**src/core/ttya_pkg.sv**
```systemverilog
// Shared constants, register map and carrier types of the test timeout and yellow alarm control
package ttya_pkg;

  ////////////////////////////////////////////////////////////////////////////
  // Geometry
  localparam int NUM_IF    = 4;   // 0 net line 1, 1 net line 2, 2..3 drop/insert
  localparam int TS_PER_IF = 24;
  localparam int TBL_N     = NUM_IF * TS_PER_IF;
  localparam int IDX_W     = 7;
  localparam int IF_W      = 2;
  localparam int TS_W      = 5;
  localparam int SLOT_W    = 4;
  localparam int DUR_W     = 7;
  localparam int NSTAT     = 4;

  ////////////////////////////////////////////////////////////////////////////
  // Register byte addresses
  localparam logic [7:0] ADR_CTRL  = 8'h00;
  localparam logic [7:0] ADR_TEST  = 8'h04;
  localparam logic [7:0] ADR_CLEAR = 8'h08;
  localparam logic [7:0] ADR_STAT  = 8'h0C;
  localparam logic [7:0] ADR_MASK  = 8'h10;
  localparam logic [7:0] ADR_ALARM = 8'h14;
  localparam logic [7:0] ADR_AIDX  = 8'h18;
  localparam logic [7:0] ADR_ADATA = 8'h1C;

  // Field positions
  localparam int CTRL_YEL_BIT  = 0;
  localparam int CTRL_TMO_BIT  = 1;
  localparam int CTRL_DUR_LSB  = 8;
  localparam int TEST_START_BIT = 0;
  localparam int TEST_STOP_BIT  = 1;
  localparam int TEST_KIND_BIT  = 2;
  localparam int TEST_DTE_BIT   = 3;
  localparam int TEST_MIN_LSB   = 8;
  localparam int CLR_IF_LSB     = 2;
  localparam int CLR_SLOT_LSB   = 8;
  localparam int CLR_BUSY_BIT   = 0;
  localparam int ALARM_FAIL_LSB = 4;
  localparam int ST_TIMEOUT = 0;
  localparam int ST_YEL     = 1;
  localparam int ST_CLRDONE = 2;
  localparam int ST_DTE     = 3;

  // Values after reset and limits
  localparam logic             YEL_EN_RST = 1'b1;
  localparam logic             TMO_EN_RST = 1'b1;
  localparam logic [DUR_W-1:0] DUR_RST    = 7'h0A;
  localparam logic [DUR_W-1:0] DUR_MIN    = 7'h01;
  localparam logic [DUR_W-1:0] DUR_MAX    = 7'h78;

  ////////////////////////////////////////////////////////////////////////////
  // Timing
  localparam longint CLK_HZ     = 25_000_000;
  localparam longint MIN_SEC    = 60;
  localparam longint MIN_CYC    = MIN_SEC * CLK_HZ;
  localparam longint SUSTAIN_US = 100;
  localparam longint SUSTAIN_CYC_L = (SUSTAIN_US * CLK_HZ + 999_999) / 1_000_000;
  localparam int     SUS_W      = 12;
  localparam logic [SUS_W-1:0] SUSTAIN_CYC = SUS_W'(SUSTAIN_CYC_L);

  ////////////////////////////////////////////////////////////////////////////
  // Types
  typedef enum logic [1:0] {CLR_ALL, CLR_IFACE, CLR_SLOT, CLR_SLOT_SYNC} ttya_clr_cmd_t;
  typedef enum logic [1:0] {KIND_NONE, KIND_VOICE, KIND_SYNC, KIND_APM} ttya_kind_t;
  typedef enum logic [1:0] {TST_IDLE, TST_LOOP, TST_PATTERN} ttya_test_t;

  typedef struct packed {
    ttya_kind_t          kind;
    logic [1:0]          rsv;
    logic [SLOT_W-1:0]   slot;
  } ttya_entry_t;

  typedef struct packed {
    ttya_clr_cmd_t       cmd;
    logic [IF_W-1:0]     iface;
    logic [SLOT_W-1:0]   slot;
  } ttya_clr_req_t;

  typedef struct packed {
    logic                signal_loss;
    logic                frame_sync_loss;
    logic                all_ones_indication;
  } ttya_line_t;

  typedef struct packed {
    logic                read;
    logic                write;
    logic [7:0]          address;
    logic [31:0]         writedata;
    logic [3:0]          byteenable;
  } ttya_avs_req_t;

  typedef struct packed {
    logic [31:0]         readdata;
    logic                waitrequest;
  } ttya_avs_rsp_t;

endpackage : ttya_pkg

```
**src/core/ttya_ctl.sv**
```systemverilog
// Test timeout, yellow alarm and assignment clearing control with Avalon-MM registers
//
// Functional notes
// RULE1: With yellow generation enabled, yellow is sent on a network or drop/insert line while it shows sustained signal loss, frame loss or all-ones.
// RULE2: With yellow generation disabled, no yellow is ever sent on any line.
// RULE3: With yellow generation disabled, attached terminal equipment must raise yellow itself for network carrier failures.
// RULE4: With timeout enabled, a user loopback or pattern test ends on its own once the set duration elapses.
// RULE5: Loopbacks requested by the attached terminal equipment are never ended by the timeout.
// RULE6: With timeout disabled, a user test runs until an explicit stop command.
// RULE7: Duration takes whole minutes 1 to 120, resets to 10, and matters only while timeout is enabled.
// RULE8: Remote managers should keep the timeout enabled so an in-band link blocked by a test comes back.
// RULE9: Clear-all empties every timeslot entry of all interfaces including voice and sync data ports.
// RULE10: An interface clear empties only that interface's timeslots.
// RULE11: A slot clear empties only entries owned by the module or sync data ports in that slot.
// RULE12: Every entry hit by a clear returns to unassigned.
// RULE13: The minute counter starts with a user test and resets whenever the test ends.
//
// Implementation choices: the Avalon-MM interface to the registers and the placing of the registers.
`timescale 1ns/1ps
`default_nettype none
module ttya_ctl #(
  parameter longint CYC_PER_MIN = ttya_pkg::MIN_CYC
) (
  input  wire logic                                    sys_clk,
  input  wire logic                                    resetn,
  input  wire ttya_pkg::ttya_avs_req_t                 avs_req,
  output var  ttya_pkg::ttya_avs_rsp_t                 avs_rsp,
  input  wire ttya_pkg::ttya_line_t [ttya_pkg::NUM_IF-1:0] line_status,
  input  wire logic                                    dte_loop_req,
  output var  logic [ttya_pkg::NUM_IF-1:0]             yellow_tx,
  output var  logic                                    loop_active,
  output var  logic                                    pattern_active,
  output var  logic                                    dte_loop_active,
  output var  logic                                    irq
);
  import ttya_pkg::*;

  if (SUSTAIN_CYC_L < 1 || SUSTAIN_CYC_L >= (64'h1 << SUS_W)) begin : g_bad_sus
    $error("Sustain count does not fit its counter");
  end

  ////////////////////////////////////////////////////////////////////////////
  // State

  typedef struct packed {
    ttya_avs_rsp_t                   rsp;
    logic                            irq;
    logic                            yel_en;
    logic                            tmo_en;
    logic [DUR_W-1:0]                dur;
    ttya_test_t                      test;
    logic                            loop;
    logic                            pat;
    logic                            dte;
    logic [NSTAT-1:0]                stat;
    logic [NSTAT-1:0]                mask;
    logic [IDX_W-1:0]                aidx;
    logic [NUM_IF-1:0][SUS_W-1:0]    sus;
    logic [NUM_IF-1:0]               yel;
  } ttya_ctl_st_t;

  ttya_ctl_st_t q, d;

  logic              req;
  logic              acc;
  logic              wr_acc;
  logic              rd_acc;
  logic [31:0]       wd;
  logic [3:0]        be;
  logic [31:0]       rmux;
  logic [NUM_IF-1:0] fail;
  logic [NSTAT-1:0]  ev;
  logic [NSTAT-1:0]  rclr;
  logic [DUR_W-1:0]  wdur;
  logic [DUR_W-1:0]  minutes;
  logic              clr_busy;
  logic              clr_done;
  logic              clr_valid;
  logic              tbl_we;
  ttya_clr_req_t     clr_req;
  ttya_entry_t       tbl_rdata;

  ////////////////////////////////////////////////////////////////////////////
  // Sub-blocks

  ttya_minute_timer #(
    .CYC_PER_MIN (CYC_PER_MIN)
  ) u_timer (
    .sys_clk (sys_clk),
    .resetn  (resetn),
    .run     (q.test != TST_IDLE),
    .minutes (minutes)
  );

  ttya_clear_engine u_clear (
    .sys_clk   (sys_clk),
    .resetn    (resetn),
    .sw_we     (tbl_we),
    .sw_idx    (q.aidx),
    .sw_wdata  (ttya_entry_t'(wd[7:0])),
    .sw_rdata  (tbl_rdata),
    .clr_valid (clr_valid),
    .clr_req   (clr_req),
    .busy      (clr_busy),
    .done      (clr_done)
  );

  ////////////////////////////////////////////////////////////////////////////
  // Bus decode

  // Request is held until waitrequest low; the accept edge is the one after
  assign req    = avs_req.read | avs_req.write;
  assign acc    = req & ~q.rsp.waitrequest;
  assign wr_acc = acc & avs_req.write;
  assign rd_acc = acc & avs_req.read;
  assign wd     = avs_req.writedata;
  assign be     = avs_req.byteenable;
  assign wdur   = wd[CTRL_DUR_LSB +: DUR_W];

  assign clr_req = '{cmd: ttya_clr_cmd_t'(wd[1:0]), iface: wd[CLR_IF_LSB +: IF_W], slot: wd[CLR_SLOT_LSB +: SLOT_W]};

  // Clear commands arriving while a walk runs are dropped
  assign clr_valid = wr_acc && avs_req.address == ADR_CLEAR && be[0] && be[1] && !clr_busy;
  assign tbl_we    = wr_acc && avs_req.address == ADR_ADATA && be[0] && !clr_busy;

  always_comb begin
    rmux = '0;
    unique case (avs_req.address)
      ADR_CTRL: begin
        rmux[CTRL_YEL_BIT]             = q.yel_en;
        rmux[CTRL_TMO_BIT]             = q.tmo_en;
        rmux[CTRL_DUR_LSB +: DUR_W]    = q.dur;
      end
      ADR_TEST: begin
        rmux[TEST_START_BIT]           = (q.test != TST_IDLE);
        rmux[TEST_KIND_BIT]            = q.pat;
        rmux[TEST_DTE_BIT]             = q.dte;
        rmux[TEST_MIN_LSB +: DUR_W]    = minutes;
      end
      ADR_CLEAR: rmux[CLR_BUSY_BIT]    = clr_busy;
      ADR_STAT:  rmux[NSTAT-1:0]       = q.stat;
      ADR_MASK:  rmux[NSTAT-1:0]       = q.mask;
      ADR_ALARM: begin
        rmux[NUM_IF-1:0]                  = q.yel;
        rmux[ALARM_FAIL_LSB +: NUM_IF]    = fail;
      end
      ADR_AIDX:  rmux[IDX_W-1:0]       = q.aidx;
      ADR_ADATA: rmux[7:0]             = tbl_rdata;
      default:   rmux = '0;
    endcase
  end

  ////////////////////////////////////////////////////////////////////////////
  // Line failure detect

  for (genvar i = 0; i < NUM_IF; i++) begin : g_fail
    assign fail[i] = line_status[i].signal_loss | line_status[i].frame_sync_loss |
                     line_status[i].all_ones_indication; // RULE1
  end

  ////////////////////////////////////////////////////////////////////////////
  // Next state

  always_comb begin
    d    = q;
    ev   = '0;
    rclr = '0;

    // Slave handshake: one wait cycle, then a single ready cycle
    d.rsp.waitrequest = 1'b1;
    if (req && q.rsp.waitrequest) begin
      d.rsp.waitrequest = 1'b0;
      d.rsp.readdata    = avs_req.read ? rmux : '0;
    end

    // Register writes
    if (wr_acc) begin
      unique case (avs_req.address)
        ADR_CTRL: begin
          if (be[0]) begin
            d.yel_en = wd[CTRL_YEL_BIT];
            d.tmo_en = wd[CTRL_TMO_BIT];
          end
          if (be[1] && wdur >= DUR_MIN && wdur <= DUR_MAX) begin
            d.dur = wdur; // RULE7
          end
        end
        ADR_MASK: begin
          if (be[0]) begin
            d.mask = wd[NSTAT-1:0];
          end
        end
        ADR_AIDX: begin
          if (be[0]) begin
            d.aidx = wd[IDX_W-1:0];
          end
        end
        default: d.aidx = q.aidx;
      endcase
    end

    // User test control
    if (wr_acc && avs_req.address == ADR_TEST && be[0]) begin
      if (wd[TEST_STOP_BIT]) begin
        d.test = TST_IDLE; // RULE6
      end else if (wd[TEST_START_BIT] && q.test == TST_IDLE) begin
        d.test = wd[TEST_KIND_BIT] ? TST_PATTERN : TST_LOOP; // RULE13
      end
    end
    if (q.tmo_en && q.test != TST_IDLE && minutes >= q.dur && d.test != TST_IDLE) begin
      d.test          = TST_IDLE; // RULE4
      ev[ST_TIMEOUT]  = 1'b1;
    end
    d.loop = (d.test == TST_LOOP);
    d.pat  = (d.test == TST_PATTERN);

    // Terminal-requested loopback follows its request only
    d.dte       = dte_loop_req; // RULE5
    ev[ST_DTE]  = dte_loop_req & ~q.dte;

    // Yellow alarm after sustained failure
    for (int i = 0; i < NUM_IF; i++) begin
      if (!fail[i]) begin
        d.sus[i] = '0;
      end else if (q.sus[i] != SUSTAIN_CYC) begin
        d.sus[i] = q.sus[i] + 12'h001;
      end
      d.yel[i] = q.yel_en && fail[i] && (d.sus[i] == SUSTAIN_CYC); // RULE1 RULE2
    end
    ev[ST_YEL]     = |(d.yel & ~q.yel);
    ev[ST_CLRDONE] = clr_done;

    // Sticky status: read clears only the bits it returned
    if (rd_acc && avs_req.address == ADR_STAT) begin
      rclr = q.rsp.readdata[NSTAT-1:0];
    end
    d.stat = (q.stat & ~rclr) | ev;
    d.irq  = |(d.stat & d.mask);
  end

  ////////////////////////////////////////////////////////////////////////////
  // Registers

  always_ff @(posedge sys_clk) begin
    if (!resetn) begin
      q                 <= '0;
      q.rsp.waitrequest <= 1'b1;
      q.yel_en          <= YEL_EN_RST;
      q.tmo_en          <= TMO_EN_RST;
      q.dur             <= DUR_RST; // RULE7
      q.test            <= TST_IDLE;
    end else begin
      q <= d;
    end
  end

  ////////////////////////////////////////////////////////////////////////////
  // Outputs

  assign avs_rsp         = q.rsp;
  assign yellow_tx       = q.yel;
  assign loop_active     = q.loop;
  assign pattern_active  = q.pat;
  assign dte_loop_active = q.dte;
  assign irq             = q.irq;
endmodule : ttya_ctl
`default_nettype wire

```
**src/core/ttya_minute_timer.sv**
```systemverilog
// Minute counter for user test duration
`timescale 1ns/1ps
`default_nettype none
module ttya_minute_timer #(
  parameter longint CYC_PER_MIN = ttya_pkg::MIN_CYC
) (
  input  wire logic                          sys_clk,
  input  wire logic                          resetn,
  input  wire logic                          run,
  output var  logic [ttya_pkg::DUR_W-1:0]    minutes
);
  import ttya_pkg::*;

  if (CYC_PER_MIN < 1 || CYC_PER_MIN > 64'h0FFFFFFFF) begin : g_bad_cyc
    $error("CYC_PER_MIN out of range");
  end

  typedef struct packed {
    logic [31:0]      cyc;
    logic [DUR_W-1:0] mins;
  } ttya_mt_st_t;

  localparam logic [31:0] LAST = 32'(CYC_PER_MIN - 1);

  ttya_mt_st_t q, d;

  always_comb begin
    d = q;
    if (!run) begin
      d = '0; // RULE13
    end else if (q.cyc == LAST) begin
      d.cyc = '0;
      if (q.mins != '1) begin
        d.mins = q.mins + 7'h01; // RULE13
      end
    end else begin
      d.cyc = q.cyc + 32'h00000001;
    end
  end

  always_ff @(posedge sys_clk) begin
    if (!resetn) begin
      q <= '0;
    end else begin
      q <= d;
    end
  end

  assign minutes = q.mins;
endmodule : ttya_minute_timer
`default_nettype wire

```
**src/core/ttya_clear_engine.sv**
```systemverilog
// Timeslot assignment table with clear walker
`timescale 1ns/1ps
`default_nettype none
module ttya_clear_engine (
  input  wire logic                            sys_clk,
  input  wire logic                            resetn,
  input  wire logic                            sw_we,
  input  wire logic [ttya_pkg::IDX_W-1:0]      sw_idx,
  input  wire ttya_pkg::ttya_entry_t           sw_wdata,
  output var  ttya_pkg::ttya_entry_t           sw_rdata,
  input  wire logic                            clr_valid,
  input  wire ttya_pkg::ttya_clr_req_t         clr_req,
  output var  logic                            busy,
  output var  logic                            done
);
  import ttya_pkg::*;

  typedef struct packed {
    ttya_entry_t [TBL_N-1:0] tbl;
    logic                    busy;
    logic                    done;
    ttya_clr_req_t           req;
    logic [IDX_W-1:0]        idx;
    logic [IF_W-1:0]         ifc;
    logic [TS_W-1:0]         ts;
  } ttya_ce_st_t;

  localparam logic [IDX_W-1:0] IDX_LAST = IDX_W'(TBL_N - 1);
  localparam logic [TS_W-1:0]  TS_LAST  = TS_W'(TS_PER_IF - 1);

  ttya_ce_st_t q, d;
  ttya_entry_t cur;
  logic        hit;

  always_comb begin
    d      = q;
    d.done = 1'b0;
    cur    = q.tbl[q.idx];
    unique case (q.req.cmd)
      CLR_ALL:       hit = 1'b1; // RULE9
      CLR_IFACE:     hit = (q.ifc == q.req.iface); // RULE10
      CLR_SLOT:      hit = (cur.kind != KIND_NONE) && (cur.slot == q.req.slot); // RULE11
      CLR_SLOT_SYNC: hit = (cur.kind == KIND_SYNC) && (cur.slot == q.req.slot); // RULE11
    endcase
    if (q.busy) begin
      if (hit) begin
        d.tbl[q.idx] = '0; // RULE12
      end
      if (q.idx == IDX_LAST) begin
        d.busy = 1'b0;
        d.done = 1'b1;
      end else begin
        d.idx = q.idx + 7'h01;
        if (q.ts == TS_LAST) begin
          d.ts  = '0;
          d.ifc = q.ifc + 2'h1;
        end else begin
          d.ts = q.ts + 5'h01;
        end
      end
    end else if (clr_valid) begin
      d.busy = 1'b1;
      d.req  = clr_req;
      d.idx  = '0;
      d.ifc  = '0;
      d.ts   = '0;
    end else if (sw_we && sw_idx <= IDX_LAST) begin
      d.tbl[sw_idx] = sw_wdata;
    end
  end

  always_ff @(posedge sys_clk) begin
    if (!resetn) begin
      q <= '0;
    end else begin
      q <= d;
    end
  end

  assign sw_rdata = (sw_idx <= IDX_LAST) ? q.tbl[sw_idx] : '0;
  assign busy     = q.busy;
  assign done     = q.done;
endmodule : ttya_clear_engine
`default_nettype wire

```
**config.mk**
```make
export PLATFORM = sky130hd
export DESIGN_NAME = ttya_ctl
export DESIGN_NICKNAME = d
export VERILOG_FILES = /design/src/core/ttya_pkg.sv /design/src/core/ttya_ctl.sv /design/src/core/ttya_minute_timer.sv /design/src/core/ttya_clear_engine.sv
export SDC_FILE = /design/constraint.sdc
export NUM_CORES = 2
export LEC_CHECK = 0
export ABC_CLOCK_PERIOD_IN_PS = 4100
export BUFFER_PORTS_ARGS = -buffer_cell sky130_fd_sc_hd__buf_4
export CORE_MARGIN = 2
export CORE_UTILIZATION = 35
export CTS_BUF_LIST = sky130_fd_sc_hd__clkbuf_2
export DETAILED_ROUTE_END_ITERATION = 10
export PLACE_DENSITY = 0.53
export SLEW_MARGIN = 20
export SYNTH_ARGS = -nofsm -noshare
export SYNTH_HDL_FRONTEND = slang
export SYNTH_SLANG_ARGS = --single-unit
```
**constraint.sdc**
```tcl
create_clock -name sys_clk -period 4.1 [get_ports sys_clk]
set_clock_uncertainty 0.15 [all_clocks]
set_input_delay 0.615 -clock sys_clk [delete_from_list [all_inputs] [get_ports sys_clk]]
set_output_delay 0.615 -clock sys_clk [all_outputs]
set_load 0.01 [all_outputs]
```
# Word level (Yosys, flattened, before mapping)
# Index checks and enable logic that the tools add are counted.
# classes
order_cmp	8
add_sub_neg	9
bitwise_logic	26
eq_ne	31
mux	50
n_reduce_logical	52
# op_table
op	count
$mux W768	3
$mux W769	1
$and A768 B768 Y768	1
$bwmux W768	1
$not A768 Y768	1
$bmux W8 S7	2
$demux W8 S7	2
$mux W12	8
$add A12 B1 Y12 const B	4
$eq A12 B12 Y1 const B	4
$ne A12 B12 Y1 const B	4
$mux W14	3
$mux W8	5
$add A32 B1 Y32 const B	1
$eq A32 B31 Y1 const B	1
$eq A8 B5 Y1 const B	4
$logic_and A1 B1 Y1	30
$ge A7 B1 Y1 const B	3
$eq A8 B4 Y1 const B	2
$lt A7 B8 Y1 const B	2
$mux W15	1
$reduce_and A3 Y1	5
$add A7 B1 Y7 const B	2
$le A7 B7 Y1 const B	2
other kinds (39)	84
# word_totals
register_bits	929

# Depth between registers and ports, before layout
# logic_depth
ltp_word	12
ltp_mapped	18
ltp_nobuf	11

# Cells and area by module
# Synthesis repeated with hierarchy kept, for this count alone.
# unflattened
cells_unflattened	4613
area_unflattened_um2	45755.1
# modules_own_cells
mod	cells_per_inst	n_inst	area_per_inst_um2
ttya_clear_engine	3681	1	38089.0
ttya_ctl	694	1	5659.2
ttya_minute_timer	238	1	2006.9

# Least setup slack after synthesis
# No wires, ideal clock.
# synth_path
path_kind	register -> register
startpoint	register u_clear.q[7] (netlist bit)
endpoint	register u_clear.q[100] (netlist bit)
n_path_buf	4
arrival_time_ps	3352
stages_incl_launch_ff	12
slack_ps	466
cell_sequence	dfxtp_1 > buf_4 > buf_2 > mux4_2 > mux4_2 > a22oi_1 > nand4_1 > a211o_1 > buf_4 > buf_6 > nor4b_4 > o21ai_1
# synth_between
elab_chain_cells	8
elab_cells_between_ends	19
classes_between	2 x order compare; 3 x eq/ne; 7 x mux; 2 x bitwise; 5 x reduce/logical
# synth_lines
item	line	text
start: declaration	ttya_clear_engine.sv:31	ttya_ce_st_t q, d;
start signal: assignment	ttya_clear_engine.sv:74	q <= '0;
start signal: assignment	ttya_clear_engine.sv:76	q <= d;
parallel branches: the longest is 8 deep, another holds $bmux W8 S7	n/a	
# Parallel ways; which one is timed is not known. The select of a mux whose other input is x is not followed.
# A chain may end at the register's enable or synchronous reset.

# Final worst setup path
# layout_path
startpoint	register u_clear.q[8] (netlist bit)
endpoint	register u_clear.q[385] (netlist bit)
# The elaborated chain is that of the path after synthesis.

==> flow_metrics.tcl <==
set metrics [dict create \
    nFillCells 13600 \
    gr-total-overflow 0 \
    peakVddDrop_uv 229 \
    fin_crit_sh 1.06 \
    cts.sinks 929 \
    floorplan.core_area_um2 137000 \
    post_synth.cell_area_avg_um2 8.13 \
    setup_slack_ns -0.255 \
    leakage_nw 20.3 \
    synth_cell_types 84 \
    synth-main-ff-cell "dfxtp_1" \
    regToRegSetupSlack_ns -0.25 \
    drt_pass1_iterations 6 \
    die_w_um 376 \
    cap_violations 0 \
    crit_required_ns 5.48 \
    ys_ff_latch 929 \
    layout_common_cells "nand2_1, dfxtp_1, a22oi_1" \
    layout_commonest_cell "nand2_1" \
    layout-drive-gt1-share 0.204 \
    routed-wl-met2_um 99500 \
    grt_pass1_wl_um 336000 \
    slew_viol_final 0 \
    grt_max_degree 129 \
    crit_path_max_fanout 27 \
    grt_use_total 0.318 \
    clkTransAtPathRegs_ns 0.11 \
    rsz0062_at_grt "yes" \
    synth-edff-count 0 \
    setup_viol 736 \
    synthArstFlopShare 0 \
    crit_type "register to register" \
    finalNetCount 6602 \
    die_y_um 376 \
    drt_wl_total_um 235000 \
    cp.arrival_ns 5.74 \
    start_util 0.352 \
    p_per_area_nw_per_um2 282 \
    top_layer "met5" \
    yosysSeqAreaShare 0.384 \
    vias 52300 \
    viasPerCell 6.16 \
    fin_hold_ws_ns 0.167 \
    hp-class "primary input to register" \
    grt_pass1_vias 48900 \
    die_area_um2 141000 \
    synth.yosys.warnings 0 \
    gp_congestion 0.964 \
    drt_iter0_drc 7598 \
    cts_made_buffers 278 \
    final_cells 8490 \
    hpwl_um 155000 \
    maxSlewHeadroom 0.144 \
    clk_latency_ns 1.79 \
    met1_length_um 93700 \
    io_buffers 65 \
    wl_met3_um 27400 \
    rows 136 \
    syn_inst 5950 \
    post-place-cells 7829 \
    htreeDepth 5 \
    area_growth_pct 22.5 \
    avgRoutedWirePerCell_um 27.7 \
    clock_path_buffers 4 \
    antenna_found_initial 13 \
    finish.utilization 0.432 \
    timing.fmax_mhz 230 \
    place_worst_setup_slack_ns -0.434 \
    violations "negative setup slack" \
    end_kind "register" \
    cts_tree "yes" \
    drc_errors 0 \
    critPathLaunchType "register" \
    outcome "finished, violations left" \
    tightest_slew_ns 1.28 \
    hold_viol 0 \
    syn-cell-area_um2 48400 \
    ant_nets 0 \
    clockRootBuffer "clkbuf_2" \
    io_pins 102 \
    min_period_ns 4.35 \
]
layer usage:
| metal | vias up | global-route usage |
|---|---|---|
| met1 | 25100 | 0.418 |
| met5 | - | 0 |
| li1 | 22900 | - |
| met3 | 808 | 0.0845 |
| met4 | 8 | 0.187 |
| met2 | 3442 | 0.468 |
cells by family (layout without fill, tap and decap cells):
kind of cell | after synthesis | in the layout | share of synthesized area
and+or+nand+nor | 2291 | 2291 | 0.222
AOI/OAI and AO/OA | 1897 | 1897 | 0.250
buffers and inverters | 506 | 1227 | 0.0458
DFF | 929 | 929 | 0.384
adders and majority gates | 19 | 19 | 0.00491
xor gates and xnor gates | 81 | 81 | 0.0147
muxes | 226 | 226 | 0.0788
other | 1 | 26 | 0.0000775
cell type report:
| class | count | area [um2] | share of cell area |
|---|---|---|---|
| diodes | 9 | 22.5 | 0.000380 |
| clock buffers | 393 | 1970 | 0.0332 |
| clock inverters | 52 | 333 | 0.00561 |
| inverters | 42 | 158 | 0.00266 |
| multi-input cells | 4531 | 28200 | 0.476 |
| flip-flops and latches | 929 | 18600 | 0.314 |
| well taps | 1794 | 2240 | 0.0379 |
| repair buffers | 740 | 7730 | 0.130 |
worst max-delay path, cell delays in order (launching register included):
cell	delay, ns
dfxtp_4	0.50
buf_16	0.22
nor2_1	0.19
a21o_1	0.22
a222oi_1	0.72
buf_4	0.25
o2bb2ai_2	0.07
nor4_4	0.29
xnor2_1	0.13
a211o_4	0.45
nor3_4	0.33
buf_12	0.18
buf_16	0.16
buf_16	0.18
o21ai_1	0.08
state kept, by name, summed over array words and instances, names as in the netlist:
| signal | flops |
|---|---|
| avs_rsp | 16 |
| dte_loop_active | 1 |
| irq | 1 |
| loop_active | 1 |
| pattern_active | 1 |
| q | 74 |
| u_clear.busy | 1 |
| u_clear.done | 1 |
| u_clear.q | 790 |
| u_timer.minutes | 7 |
| u_timer.q | 32 |
| yellow_tx | 4 |
path summary, 6_finish.rpt:
path                              startpoint                           to  depth (start not counted)
setup reg to reg   u_clear.q[8]$_SDFFE_PN0P_  u_clear.q[385]$_SDFFE_PN0P_                         14
hold / removal                   avs_req[44]           q[52]$_SDFFE_PN0P_                          8
hold reg to reg   u_clear.q[29]$_SDFFE_PN0P_   u_clear.q[29]$_SDFFE_PN0P_                          2
setup / recovery   u_clear.q[8]$_SDFFE_PN0P_  u_clear.q[385]$_SDFFE_PN0P_                         14
synthesized netlist by cell type (17+ instances only):
cell,count,share of area
nor4b_4,59,0.029
mux2i_1,77,0.016
nand3_1,106,0.011
a21oi_1,94,0.0097
a31oi_1,82,0.011
o22ai_1,17,0.0022
o21ai_0,521,0.054
a22o_1,75,0.014
and2_1,28,0.0036
nand2_1,1516,0.12
nor3_1,57,0.0059
a221oi_1,94,0.017
mux4_2,121,0.056
ha_1,19,0.0049
o311ai_0,33,0.0060
dfxtp_1,929,0.38
nor2b_1,31,0.0040
nor2_1,317,0.025
buf_4,50,0.0078
o21ai_1,363,0.038
clkbuf_1,316,0.025
nor4_1,18,0.0023
a22oi_1,481,0.075
and3_1,24,0.0031
xnor2_1,37,0.0067
nand4_1,47,0.0061
xor2_1,44,0.0080
buf_2,51,0.0053
inv_1,39,0.0030
mux2_2,28,0.0065
buf_1,38,0.0029
or3_1,19,0.0025
stage by stage:
stage	TNS [ns]	power [W]	area, um2
6_report	-77.66	0.0167	59300
5_1_grt	-98.16	0.0174	59300
4_1_cts	-3.05	0.0169	58100
3_5_place_dp	-234.76	0.00975	53700
3_3_place_gp	-243.06	0.00975	53700
2_1_floorplan	0	0.00954	48400
timing repair:
action | CTS | global route
hold buffers | 133 | 0
setup endpoints to repair | 769 | 761
setup buffers | 27 | 28
pin swaps | 32 | 77
endpoints found under the hold margin | 898 | 0
gates cloned | 8 | 18
resized for setup | 120 | 175
power by group:
| part | internal [W] | leakage (nW) | switching (W) | total [W] |
|---|---|---|---|---|
| clock network | 0.00284 | 1.79 | 0.00427 | 0.00711 |
| logic | 0.000194 | 11.1 | 0.000404 | 0.000598 |
| registers | 0.00902 | 7.49 | 0.0000159 | 0.00904 |
| total | 0.0121 | 20.3 | 0.00469 | 0.0167 |
Power figures use the tool's default switching activity.
